### src/core/iab_pkg.sv
// package: register map, field positions, reset values and modes of the address/baud block
package iab_pkg;
	// register byte offsets on the wishbone slave
	localparam logic [3:0] OFF_ADDR_BAUD = 4'h0;  // address / baud divider register
	localparam logic [3:0] OFF_MASK      = 4'h4;  // address mask register
	localparam logic [3:0] OFF_CTRL      = 4'h8;  // mode control register
	localparam logic [3:0] OFF_STATUS    = 4'hc;  // match status register
	// reset values
	localparam logic [7:0] RST_ADDR_BAUD = 8'h00; // address / baud clears to zero
	localparam logic [7:0] RST_MASK      = 8'hff; // every address bit compared
	localparam logic [1:0] RST_MODE      = 2'h0;  // master mode after reset
	// control field positions
	localparam int CTRL_MODE_LO = 0;  // mode field low bit
	localparam int CTRL_MODE_HI = 1;  // mode field high bit
	localparam int CTRL_EN      = 2;  // divider enable bit
	// status field positions
	localparam int ST_MATCH7  = 0;  // last byte matched a 7-bit address
	localparam int ST_MATCH10H = 1; // last byte matched a 10-bit header
	localparam int ST_MATCH10L = 2; // last byte matched a 10-bit low byte
	localparam int ST_SCL      = 3; // current divided clock level
	// fixed header pattern of a 10-bit first address byte
	localparam logic [4:0] TEN_BIT_HDR = 5'h1e;
	// clock divider quarter-period multiplier
	localparam int QUARTERS = 4;
	// operating modes
	typedef enum logic [1:0]
	{
		MODE_MASTER = 2'h0,
		MODE_SLV7   = 2'h1,
		MODE_SLV10  = 2'h2
	} iab_mode_t;
endpackage

### src/core/iab_addr_baud.sv
// module: address and baud register with wishbone slave and address comparison
// Function
// - master: scl period is four times (value+1)
// - 10-bit header: upper five bits fixed-compared
// - 10-bit header: address bits 9-8 from bits 2-1
// - 10-bit header match ignores lowest mask bit
// - 10-bit low byte compares all bits 7-0
// - register bit 0 ignored in 7-bit/header
`timescale 1ns/100ps
`default_nettype none
module iab_addr_baud #(
	parameter int DIV_W = 8  // width of the address / baud register
) (
	input  wire logic        clk,
	input  wire logic        rst,
	input  wire logic        ce,
	input  wire logic        wb_cyc_i,
	input  wire logic        wb_stb_i,
	input  wire logic        wb_we_i,
	input  wire logic [3:0]  wb_adr_i,
	input  wire logic [3:0]  wb_sel_i,
	input  wire logic [31:0] wb_dat_i,
	output logic [31:0]      wb_dat_o,
	output logic             wb_ack_o,
	input  wire logic [7:0]  rxByte,
	input  wire logic        rxValid,
	input  wire logic        rxSecond,
	output logic             addrMatch,
	output logic             sclOut,
	output logic             sclEdge
);
	// software-visible state
	logic [DIV_W-1:0] addrBaud_ff;  // address / baud divider register
	logic [7:0]       mask_ff;      // address mask register
	logic [1:0]       mode_ff;      // operating mode
	logic             divEn_ff;     // divider enable
	logic [2:0]       matchSt_ff;   // sticky-free last match results
	logic             addrMatch_ff; // match pulse for the shifter
	logic             ack_ff;       // wishbone acknowledge
	logic [31:0]      rdData_ff;    // registered read data
	// comparison results and bus request decodes
	logic             hit7;         // 7-bit address hit
	logic             hit10h;       // 10-bit header hit
	logic             hit10l;       // 10-bit low byte hit
	logic             busReq;       // new wishbone request this cycle
	logic             wrLane0;      // write with low byte lane enabled

	// masked compare of selected bits
	// a cleared mask bit drops that bit from the compare
	function automatic logic maskedEq(input logic [7:0] a, input logic [7:0] b,
		input logic [7:0] m);
		maskedEq = ((a ^ b) & m) == 8'h00;
	endfunction

	// a request is new until the ack for it has been given
	assign busReq  = wb_cyc_i && wb_stb_i && !ack_ff;
	// only byte lane 0 carries register bits
	assign wrLane0 = busReq && wb_we_i && wb_sel_i[0];

	// 7-bit: received bits 7-1 against register 7-1, bit 0 left out
	assign hit7 = maskedEq(rxByte, 8'(addrBaud_ff), {mask_ff[7:1], 1'b0});
	// 10-bit header: fixed 11110 upper bits, register bits 2-1, bit 0 and mask bit 0 unused
	assign hit10h = (rxByte[7:3] == iab_pkg::TEN_BIT_HDR)
		&& maskedEq(rxByte, 8'(addrBaud_ff), {5'h00, mask_ff[2:1], 1'b0});
	// 10-bit low byte: whole register compared under full mask
	// bit 0 takes part here, unlike in the two other compares
	assign hit10l = maskedEq(rxByte, 8'(addrBaud_ff), mask_ff);

	// wishbone acknowledge: one cycle after request, dropped next cycle
	// busReq is masked during the ack cycle, so with ce high ack never stays high two cycles in a row
	always_ff @(posedge clk)
	begin
		if (rst)
			ack_ff <= 1'b0;
		else if (ce)
			ack_ff <= busReq;
	end

	// read data register
	always_ff @(posedge clk)
	begin
		if (rst)
			rdData_ff <= 32'h0000_0000;
		else if (ce && busReq)
		begin
			// each register reads zero-extended to the bus width
			case (wb_adr_i)
				iab_pkg::OFF_ADDR_BAUD: rdData_ff <= 32'(addrBaud_ff);
				iab_pkg::OFF_MASK:      rdData_ff <= {24'h000000, mask_ff};
				iab_pkg::OFF_CTRL:      rdData_ff <= {29'h0, divEn_ff, mode_ff};
				iab_pkg::OFF_STATUS:    rdData_ff <= {28'h0, sclOut, matchSt_ff};
				default:                rdData_ff <= 32'h0000_0000; // unmapped reads zero
			endcase
		end
	end

	// address / baud register write
	always_ff @(posedge clk)
	begin
		if (rst)
			addrBaud_ff <= DIV_W'(iab_pkg::RST_ADDR_BAUD);
		// only the low DIV_W bits of the data bus are kept
		else if (ce && wrLane0 && wb_adr_i == iab_pkg::OFF_ADDR_BAUD)
			addrBaud_ff <= wb_dat_i[DIV_W-1:0];
	end

	// mask register write
	// reset leaves every address bit compared
	always_ff @(posedge clk)
	begin
		if (rst)
			mask_ff <= iab_pkg::RST_MASK;
		else if (ce && wrLane0 && wb_adr_i == iab_pkg::OFF_MASK)
			mask_ff <= wb_dat_i[7:0];
	end

	// control register write
	// mode 3 is not decoded by the compare, so it never matches, and the divider stays off
	always_ff @(posedge clk)
	begin
		if (rst)
		begin
			mode_ff  <= iab_pkg::RST_MODE;
			divEn_ff <= 1'b0;
		end
		else if (ce && wrLane0 && wb_adr_i == iab_pkg::OFF_CTRL)
		begin
			mode_ff  <= wb_dat_i[iab_pkg::CTRL_MODE_HI:iab_pkg::CTRL_MODE_LO];
			divEn_ff <= wb_dat_i[iab_pkg::CTRL_EN];
		end
	end

	// address compare on each received address byte
	always_ff @(posedge clk)
	begin
		if (rst)
		begin
			matchSt_ff   <= 3'h0;
			addrMatch_ff <= 1'b0;
		end
		else if (ce)
		begin
			// match is a pulse: cleared unless a byte hits
			addrMatch_ff <= 1'b0;
			if (rxValid)
			begin
				case (mode_ff)
					iab_pkg::MODE_SLV7:
					begin
						matchSt_ff   <= {2'b00, hit7};
						addrMatch_ff <= hit7;
					end
					iab_pkg::MODE_SLV10:
					begin
						// the shifter tells which byte of a 10-bit address this is
						if (rxSecond)
						begin
							matchSt_ff   <= {hit10l, 2'b00};
							addrMatch_ff <= hit10l;
						end
						else
						begin
							matchSt_ff   <= {1'b0, hit10h, 1'b0};
							addrMatch_ff <= hit10h;
						end
					end
					default:
					begin
						// master mode never matches
						matchSt_ff <= 3'h0;
					end
				endcase
			end
		end
	end

	// scl generator: runs only in master mode with enable set
	// it restarts from a parked-high clock whenever it is enabled
	iab_scl_divider #(
		.DIV_W(DIV_W)
	) uDiv (
		.clk      (clk),
		.rst      (rst),
		.ce       (ce),
		.enable   (divEn_ff && mode_ff == iab_pkg::MODE_MASTER),
		.divider  (addrBaud_ff),
		.sclLevel (sclOut),
		.sclEdge  (sclEdge)
	);

	// outputs straight from flip-flops
	assign wb_ack_o  = ack_ff;
	assign wb_dat_o  = rdData_ff;
	assign addrMatch = addrMatch_ff;

	// checks: register bus handshake
	// ack is a single-cycle pulse while the clock is enabled
	chk_ack_one_cycle: assert property (@(posedge clk) disable iff (rst)
		(ce && wb_ack_o) |=> !wb_ack_o)
		else $error("ack held more than one cycle");

	// a request taken with the clock enabled is answered one cycle later
	chk_ack_follows_req: assert property (@(posedge clk) disable iff (rst)
		(ce && wb_cyc_i && wb_stb_i && !wb_ack_o) |=> wb_ack_o)
		else $error("request not acknowledged in one cycle");

	// checks: register contents
	// read data of the address / baud register is its value at the taking edge
	chk_read_addr: assert property (@(posedge clk) disable iff (rst)
		(ce && busReq && !wb_we_i && wb_adr_i == iab_pkg::OFF_ADDR_BAUD)
		|=> wb_dat_o == 32'($past(addrBaud_ff)))
		else $error("address register read wrong");

	// a low-lane write lands in the address / baud register
	chk_write_lands: assert property (@(posedge clk) disable iff (rst)
		(ce && wrLane0 && wb_adr_i == iab_pkg::OFF_ADDR_BAUD) |=> addrBaud_ff == $past(wb_dat_i[7:0]))
		else $error("address register write lost");

	// mask register writes land the same way
	chk_mask_lands: assert property (@(posedge clk) disable iff (rst)
		(ce && wrLane0 && wb_adr_i == iab_pkg::OFF_MASK) |=> mask_ff == $past(wb_dat_i[7:0]))
		else $error("mask register write lost");

	// a write with byte lane 0 off is acked but changes nothing
	chk_lane_off: assert property (@(posedge clk) disable iff (rst)
		(ce && busReq && wb_we_i && !wb_sel_i[0]) |=> $stable(addrBaud_ff) && $stable(mask_ff))
		else $error("write with lane 0 off changed a register");

	// clock enable low holds every register, the handshake and the divider
	chk_ce_freeze: assert property (@(posedge clk) disable iff (rst)
		!ce |=> $stable(addrBaud_ff) && $stable(mask_ff) && $stable(mode_ff)
		&& $stable(wb_ack_o) && $stable(addrMatch) && $stable(sclOut))
		else $error("state moved with clock enable low");

	// checks: address compare
	// 7-bit mode: bits 7-1 equal under the mask give a match
	chk_seven_bit_hit: assert property (@(posedge clk) disable iff (rst)
		(ce && rxValid && mode_ff == iab_pkg::MODE_SLV7
		&& (((rxByte ^ addrBaud_ff) & mask_ff) >> 1) == 8'h00) |=> addrMatch)
		else $error("7-bit address not matched");

	// 7-bit mode: any unmasked difference in bits 7-1 refuses the byte
	chk_seven_bit_miss: assert property (@(posedge clk) disable iff (rst)
		(ce && rxValid && mode_ff == iab_pkg::MODE_SLV7
		&& (((rxByte ^ addrBaud_ff) & mask_ff) >> 1) != 8'h00) |=> !addrMatch)
		else $error("7-bit address matched on mismatch");

	// 7-bit mode: register bit 0 has no say in the result
	chk_bit0_ignored: assert property (@(posedge clk) disable iff (rst)
		(ce && rxValid && mode_ff == iab_pkg::MODE_SLV7 && rxByte[0] != addrBaud_ff[0]
		&& rxByte[7:1] == addrBaud_ff[7:1] && mask_ff[7:1] == 7'h7f) |=> addrMatch)
		else $error("bit 0 affected 7-bit match");

	// 10-bit header: the fixed upper pattern is compared in hardware
	chk_header_fixed: assert property (@(posedge clk) disable iff (rst)
		(ce && rxValid && mode_ff == iab_pkg::MODE_SLV10 && !rxSecond
		&& rxByte[7:3] != 5'h1e) |=> !addrMatch)
		else $error("header matched without 11110");

	// 10-bit header: matching high bits give a match whatever the mask bit 0
	chk_header_hi_bits: assert property (@(posedge clk) disable iff (rst)
		(ce && rxValid && mode_ff == iab_pkg::MODE_SLV10 && !rxSecond
		&& rxByte[7:3] == 5'h1e && rxByte[2:1] == addrBaud_ff[2:1]) |=> addrMatch)
		else $error("10-bit header not matched");

	// 10-bit header: differing high bits under the mask refuse the byte
	chk_header_hi_miss: assert property (@(posedge clk) disable iff (rst)
		(ce && rxValid && mode_ff == iab_pkg::MODE_SLV10 && !rxSecond
		&& mask_ff[2:1] == 2'h3 && rxByte[2:1] != addrBaud_ff[2:1]) |=> !addrMatch)
		else $error("10-bit header matched on wrong high bits");

	// 10-bit low byte: any unmasked difference refuses the byte
	chk_low_byte_full: assert property (@(posedge clk) disable iff (rst)
		(ce && rxValid && mode_ff == iab_pkg::MODE_SLV10 && rxSecond
		&& mask_ff == 8'hff && rxByte != addrBaud_ff) |=> !addrMatch)
		else $error("low byte matched on mismatch");

	// 10-bit low byte: all eight bits equal under the mask give a match
	chk_low_byte_hit: assert property (@(posedge clk) disable iff (rst)
		(ce && rxValid && mode_ff == iab_pkg::MODE_SLV10 && rxSecond
		&& ((rxByte ^ addrBaud_ff) & mask_ff) == 8'h00) |=> addrMatch)
		else $error("low byte not matched");

	// master mode never flags a match
	chk_master_no_match: assert property (@(posedge clk) disable iff (rst)
		(mode_ff == iab_pkg::MODE_MASTER) |=> !addrMatch)
		else $error("match raised in master mode");

	// checks: divided clock
	// with the divider off the clock line rests high
	chk_scl_parked: assert property (@(posedge clk) disable iff (rst)
		(ce && !(divEn_ff && mode_ff == iab_pkg::MODE_MASTER)) |=> sclOut)
		else $error("scl not parked high while divider off");

	// covers: main scenarios
	cover_match7: cover property (@(posedge clk) disable iff (rst)
		addrMatch && matchSt_ff[0]);
	cover_match10: cover property (@(posedge clk) disable iff (rst)
		matchSt_ff[1] ##[1:50] matchSt_ff[2]);
	cover_read: cover property (@(posedge clk) disable iff (rst) wb_ack_o && !wb_we_i);
	cover_write: cover property (@(posedge clk) disable iff (rst) wb_ack_o && wb_we_i);
endmodule
`default_nettype wire

### src/core/iab_scl_divider.sv
// module: divider that turns the baud value into an scl clock level
`timescale 1ns/100ps
`default_nettype none
module iab_scl_divider #(
	parameter int DIV_W = 8  // width of the divider value
) (
	input  wire logic             clk,
	input  wire logic             rst,
	input  wire logic             ce,
	input  wire logic             enable,
	input  wire logic [DIV_W-1:0] divider,
	output logic                  sclLevel,
	output logic                  sclEdge
);
	// half period is two quarters of (divider+1) system cycles
	logic [DIV_W+1:0] cnt_ff;     // cycles spent in current half period
	logic [DIV_W+1:0] halfLast;   // last count value of a half period
	logic             sclLevel_ff; // registered scl level
	logic             sclEdge_ff;  // registered toggle pulse

	// period = (divider + 1) * 4 cycles, so each half is 2*(divider+1)
	assign halfLast = (DIV_W+2)'(({2'h0, divider} + (DIV_W+2)'(1)) << 1) - (DIV_W+2)'(1);

	// counting and toggling process
	always_ff @(posedge clk)
	begin
		if (rst)
		begin
			cnt_ff      <= '0;
			sclLevel_ff <= 1'b1;
			sclEdge_ff  <= 1'b0;
		end
		else if (ce)
		begin
			sclEdge_ff <= 1'b0;
			if (!enable)
			begin
				// idle: clock parked high, count restarted
				cnt_ff      <= '0;
				sclLevel_ff <= 1'b1;
			end
			else if (cnt_ff >= halfLast)
			begin
				// half period done: toggle level
				cnt_ff      <= '0;
				sclLevel_ff <= ~sclLevel_ff;
				sclEdge_ff  <= 1'b1;
			end
			else
			begin
				cnt_ff <= cnt_ff + (DIV_W+2)'(1);
			end
		end
	end

	assign sclLevel = sclLevel_ff;
	assign sclEdge  = sclEdge_ff;

	// each half period lasts exactly 2*(divider+1) cycles
	chk_half_period_len: assert property (@(posedge clk) disable iff (rst)
		(ce && enable && cnt_ff >= halfLast)
		|=> (cnt_ff == '0) && sclEdge_ff && (sclLevel_ff != $past(sclLevel_ff)))
		else $error("divider half period did not end in a toggle");
	cover_toggle: cover property (@(posedge clk) disable iff (rst) sclEdge_ff);
endmodule
`default_nettype wire

### config.mk
export PLATFORM = sky130hd
export DESIGN_NAME = iab_addr_baud
export DESIGN_NICKNAME = d
export VERILOG_FILES = /design/src/core/iab_pkg.sv /design/src/core/iab_addr_baud.sv /design/src/core/iab_scl_divider.sv
export SDC_FILE = /design/constraint.sdc
export NUM_CORES = 1
export LEC_CHECK = 0
export ABC_AREA = 1
export BUFFER_PORTS_ARGS = -buffer_cell sky130_fd_sc_hd__clkbuf_2
export CORE_MARGIN = 1.5
export CORE_UTILIZATION = 55
export DETAILED_ROUTE_END_ITERATION = 6
export PLACE_DENSITY = 0.95
export SYNTH_ARGS = -nofsm -noshare
export SYNTH_HDL_FRONTEND = slang
export SYNTH_SLANG_ARGS = --single-unit
### constraint.sdc
create_clock -name clk -period 6.02 [get_ports clk]
set_input_delay 0.602 -clock clk [delete_from_list [all_inputs] [get_ports clk]]
set_output_delay 0.602 -clock clk [all_outputs]
set_load 0.03 [all_outputs]
== Word level (Yosys, flattened, before mapping) ==
Cells that the tools add are included.
Storage, ports and cells
  register bits after elaboration: 68
  input bits: 56
Cells by class
  $add $sub $neg: 3
  magnitude comparators: 1
  equality and inequality tests: 7
  muxes and demuxes: 12
  bitwise logic cells: 5
  reductions and logical operators: 19
Operators with widths (count)
  one-hot mux 8 bit (4 select lines): 1
  zero test 8 bit: 3
  2-to-1 mux 10 bit: 2
  bitwise AND 8 bit: 2
  logical AND 1 bit: 11
  adder 10 x 1 -> 10 bit (second input constant): 1
  greater-or-equal comparator 10 bit: 1
  subtractor 10 x 1 -> 10 bit (second input constant): 1
  adder 8 x 1 -> 9 bit (second input constant): 1
  bitwise AND 8 x 3 -> 8 bit: 1
  == test 4 bit (second input constant): 2
  XOR 8 bit: 1
  2-to-1 mux 1 bit: 6
  one-hot mux 3 bit (2 select lines): 1
  == test 5 bit (second input constant): 1
  == test 4 x 3 -> 1 bit (second input constant): 1
  zero test 4 bit: 1
  AND reduction 2 bit: 2
  2-to-1 mux 3 bit: 1
  == test 2 x 1 -> 1 bit (second input constant): 1
  == test 2 bit (second input constant): 1
  zero test 2 bit: 1
  inequality test 2 bit (second input constant): 1
  one-hot mux 1 bit (2 select lines): 1
  2 further kinds: 2

== Longest topological paths before layout ==
  word-level depth: 7
  depth in mapped cells: 18
  gate-level depth less buffers: 18

== Cells and area by module ==
Synthesis repeated with hierarchy kept, for this count alone.
Unflattened totals
  cell total of the unflattened synthesis: 427
  area, all modules: 3026.7 µm²
Modules (own cells, without submodules)
  iab_addr_baud: instances 1, cells each 265, area each 1913.1 µm², seq. area each 640.6 µm²
  iab_scl_divider: instances 1, cells each 162, area each 1113.6 µm², seq. area each 240.2 µm²

== Worst setup path before layout ==
Ideal clock, no wire load.
  path kind: register to register
  start: register addrBaud_ff[0]
  end: register uDiv.cnt_ff[9]
  setup time: 0.121 ns
  arrival time: 2.205 ns
  setup slack: 3.693 ns
  stages on the path, launching flop included: 19
  period minus slack after synthesis: 2.327 ns
  cell sequence: dfxtp_1 -> ha_1 -> nand2_2 -> clkinv_1 -> nor2_1 -> nor3_2 -> nand2_1 -> nor2_2 -> nand3_1 -> nand2_1 -> nand2_1 -> ha_1 -> nand2_1 -> nor2_1 -> nand3_1 -> nand4_1 -> nand2_1 -> nand2_1 -> nor2_1
On the way
  word-level cells in the longest chain between the ends: 5
Ends and longest elaborated chain
  start, declared: RTL line iab_addr_baud.sv:33  | logic [DIV_W-1:0] addrBaud_ff;
  start signal, assigned: RTL line iab_addr_baud.sv:101  | addrBaud_ff <= DIV_W'(iab_pkg::RST_ADDR_BAUD);
  start signal, assigned: RTL line iab_addr_baud.sv:104  | addrBaud_ff <= wb_dat_i[DIV_W-1:0];
  adder 8 x 1 -> 9 bit: RTL line iab_scl_divider.sv:22  | assign halfLast = (DIV_W+2)'(({2'h0, divider} + (DIV_W+2)'(1)) << 1) - (DIV_W+2)'(1);
  subtractor 10 x 1 -> 10 bit: RTL line iab_scl_divider.sv:22
  greater-or-equal comparator 10 bit: RTL line iab_scl_divider.sv:42  | else if (cnt_ff >= halfLast)
  2-to-1 mux 10 bit: RTL line iab_scl_divider.sv:42
  2-to-1 mux 10 bit: RTL line iab_scl_divider.sv:36  | if (!enable)
  end signal, assigned: RTL line iab_scl_divider.sv:51  | cnt_ff <= cnt_ff + (DIV_W+2)'(1);
  end, declared: RTL line iab_scl_divider.sv:16  | logic [DIV_W+1:0] cnt_ff;
No other way between the ends.
A chain may end at the register's enable or synchronous reset.

== Worst setup path after layout ==
Same ends and word-level chain as after synthesis.

==> flow_summary.toml <==
[status]
status = "finished, final reports clean"

[setup_path]
reg2regPathDepth = 17
crit_top_cell = "nand2_1"
cp_slowest_stage_delay_ns = 0.47
endpoint_kind = "register"
cp-startpoint = "addrBaud_ff[0]$_SDFFE_PP0P_"
crit_path_max_fanout = 8
cp_slowest_cell = "dfxtp_1"
r2r_end = "uDiv.cnt_ff[9]$_SDFFE_PP0P_"
crit_chain = "ha_1 -> nand2_2 -> nor2_2 -> nand4_1 -> nand2_1 -> inv_1 -> nor2_2 -> nand3_1 -> nand2_1 -> ha_1 -> nand2_1 -> inv_1 -> a21oi_1 -> nand4_1 -> nand2_1 -> nand2_1 -> nor2_1"
crit_arrival_ns = 3.05
worstPathRequired_ns = 6.25
endpoint = "uDiv.cnt_ff[9]$_SDFFE_PP0P_"
setup.worst_path.class = "register to register"
worstSetupStartpointType = "register"
timing.rr.start = "addrBaud_ff[0]$_SDFFE_PP0P_"
worst-r2r-setup-slack_ns = 3.20

[power]
switching_share_pct = 28.1
seqPwrFrac_pct = 54.2
total_leakage_power_nw = 1.44
clock_power_share_pct = 34.2
power.switching_w = 0.000152
vdd_drop_max_mv = 0.114
powerDensity_nw_per_um2 = 178
comb_power_share_pct = 11.6
p_int_w = 0.000390

[floorplan]
placementRows = 25
die_h_um = 74.7
start_util_pct = 58.2
core-area_um2 = 4850
die_w_um = 74.7
dieArea_um2 = 5570
ios = 92

[sta]
slew_headroom_pct = 66.5
fin_skew_ns = 0.00468
rsz0062_at_grt = "false"
setup_tns_ns = 0
final_max_slew_viol_count = 0
worst_slew_pin_slew_ns = 0.502
period_needed_ns = 2.82
setup_viol_count_final = 0
hold_viol = 0
min_period_over_period_pct = 46.8
max_freq_mhz = 355

[yosys]
syn_inst = 419
yosys_warnings = 0
yosys-top-cells-area = "dfxtp_1, nand2_1, buf_4"
synth_edf_count = 0
synth_seq_cells = 44
synth.cell_area_um2 = 2820
synth.top_cell.area_share_pct = 31.2
synth_common_cells = "nand2_1, inv_1, dfxtp_1"
synth_cell_types = 31
yosysMostFrequentCell = "nand2_1"
synth.largest_area_cell = "dfxtp_1"
synth.avg_cell_area_um2 = 6.74
ys_async_sr_fraction_pct = 0
ys.flop_type = "dfxtp_1"
yosysSeqAreaShare_pct = 31.2

[clocking]
worstSkewPairLatency_ns = 0.30
cts_buffers = 5
clockBufferDepth = 2
cts_root_buffer = "clkbuf_8"
tritoncts = "yes"
clock-sinks = 44
ctsHoldBuffers = 0
clkSlewWorstSetupHoldPaths_ns = 0.08
cts_resized = 0
h-tree-depth = 2
post-cts-setup-buffers = 0

[final_layout]
drive_gt1_share_pct = 15.7
antenna_cells = 0
nNetsFinal = 527
n_fill_cell = 420
fin_area_um2 = 3050
synthToLayoutAreaGrowth_pct = 7.89
layout.area.seq_um2 = 881
multi_input_area_um2 = 1590

[hold_path]
hp-class = "register to register"

[routing]
vias = 2723
wire_per_inst_um = 12.2
drt-total-wl_um = 6390
ant_nets = 0
dr.pass1.iters = 4
drt_iter0_markers = 128
vias_per_cell = 5.19
drc = 0

[placed_design]
hpwl_um = 5080
placed_area_um2 = 2960
gp_routability_congestion = 0.916
place.port_buffers = 40

[grt]
overflow = 0
grt_max_degree = 22
first_global_vias = 2498
antenna_found_initial = 0
grt_usage_pct = 24.4
grt_pass1_wl_um = 10400

[job]
timing.max_cap.violations = 0
[power groups by stage]
stage | registers, W | logic, W | clock network [W]
finish | 0.000294 | 0.0000629 | 0.000186
global route | 0.000294 | 0.0000686 | 0.000198
CTS | 0.000294 | 0.0000619 | 0.000187
detailed placement | 0.000301 | 0.0000617 | 0
global placement | 0.000301 | 0.0000606 | 0
floorplan | 0.000302 | 0.0000534 | 0
[layer usage]
layer  GRT usage, %  part of all wire [%]  up-vias  wire (µm)
li1               -                     -     1378          -
met1           26.8                    40     1236       2540
met2           44.6                    51       88       3280
met3           4.82                   5.3       21        340
met4           12.3                   3.5        0        221
met5              0                     0        -          0
[layout by cell type, fill, tap and decap left out, types with 2 or more instances in the layout]
cell / instances
nand2_1: 99
inv_1: 49
dfxtp_1: 44
clkbuf_2: 40
a21oi_1: 35
nor2_1: 30
nand3_1: 28
conb_1: 24
o21ai_0: 21
nand4_1: 14
ha_1: 14
nor2_2: 7
o22ai_1: 7
inv_2: 6
nand2_2: 6
xor2_1: 6
clkbuf_8: 5
o21ai_1: 4
nor2_4: 3
xnor2_1: 3
and2_1: 2
nand3_2: 2
clkbuf_1: 2
[worst min-delay path by stage]
stage,from,endpoint,slack [ns],cells after the start
detailed placement,wb_dat_o[2]$_SDFFE_PP0P_,wb_dat_o[2]$_SDFFE_PP0P_,0.46,2
global placement,wb_dat_o[5]$_SDFFE_PP0P_,wb_dat_o[5]$_SDFFE_PP0P_,0.46,2
CTS,wb_dat_o[2]$_SDFFE_PP0P_,wb_dat_o[2]$_SDFFE_PP0P_,0.47,2
floorplan,divEn_ff$_SDFFE_PP0P_,divEn_ff$_SDFFE_PP0P_,0.44,2
global route,wb_dat_o[1]$_SDFFE_PP0P_,wb_dat_o[1]$_SDFFE_PP0P_,0.50,2
finish,wb_dat_o[7]$_SDFFE_PP0P_,wb_dat_o[7]$_SDFFE_PP0P_,0.47,2
[metrics by stage]
stage | util, % | total power, W | instances | setup slack, ns | hold WS [ns]
after floorplan | - | 0.000356 | 442 | 3.69 | 0.439
after global placement | 61.1 | 0.000361 | 517 | 3.37 | 0.456
after detailed placement | 61.1 | 0.000362 | 517 | 3.21 | 0.460
after CTS | 62.8 | 0.000542 | 525 | 3.19 | 0.473
after global routing | 62.8 | 0.000561 | 525 | 2.84 | 0.501
final | 62.8 | 0.000542 | 525 | 3.20 | 0.466
[kinds of logic after synthesis]
logic type	Yosys count	synth area share [%]
other cells	1	0.133
compound gates	70	13.0
simple gates	193	31.0
xor+xnor	9	2.79
fa+ha+maj	14	6.20
flops	44	31.2
buf+inv	88	15.7
[flip-flops by register name, summed over array words and instances (netlist names), 2 cells and up]
name,flops
uDiv.cnt_ff,10
wb_dat_o,8
mask_ff,8
matchSt_ff,3
addrBaud_ff,8
mode_ff,2
[critical path, delay by kind of cell, from the launching register on]
| kind | cells | cell delay [ns] |
|---|---|---|
| compound gates | 1 | 0.22 |
| buf+inv | 2 | 0.12 |
| simple gates | 12 | 1.47 |
| flops | 1 | 0.47 |
| fa+ha+maj | 2 | 0.47 |
[cell type report]
class | count | share of cell area, %
Clock buffer | 7 | 2.51
Timing Repair Buffer | 40 | 6.57
Tap cell | 67 | 2.75
Inverter | 56 | 6.90
Sequential cell | 44 | 28.9
Multi-Input combinational cell | 310 | 52.1
Clock inverter | 1 | 0.287
(Power assumes the default switching activity.)
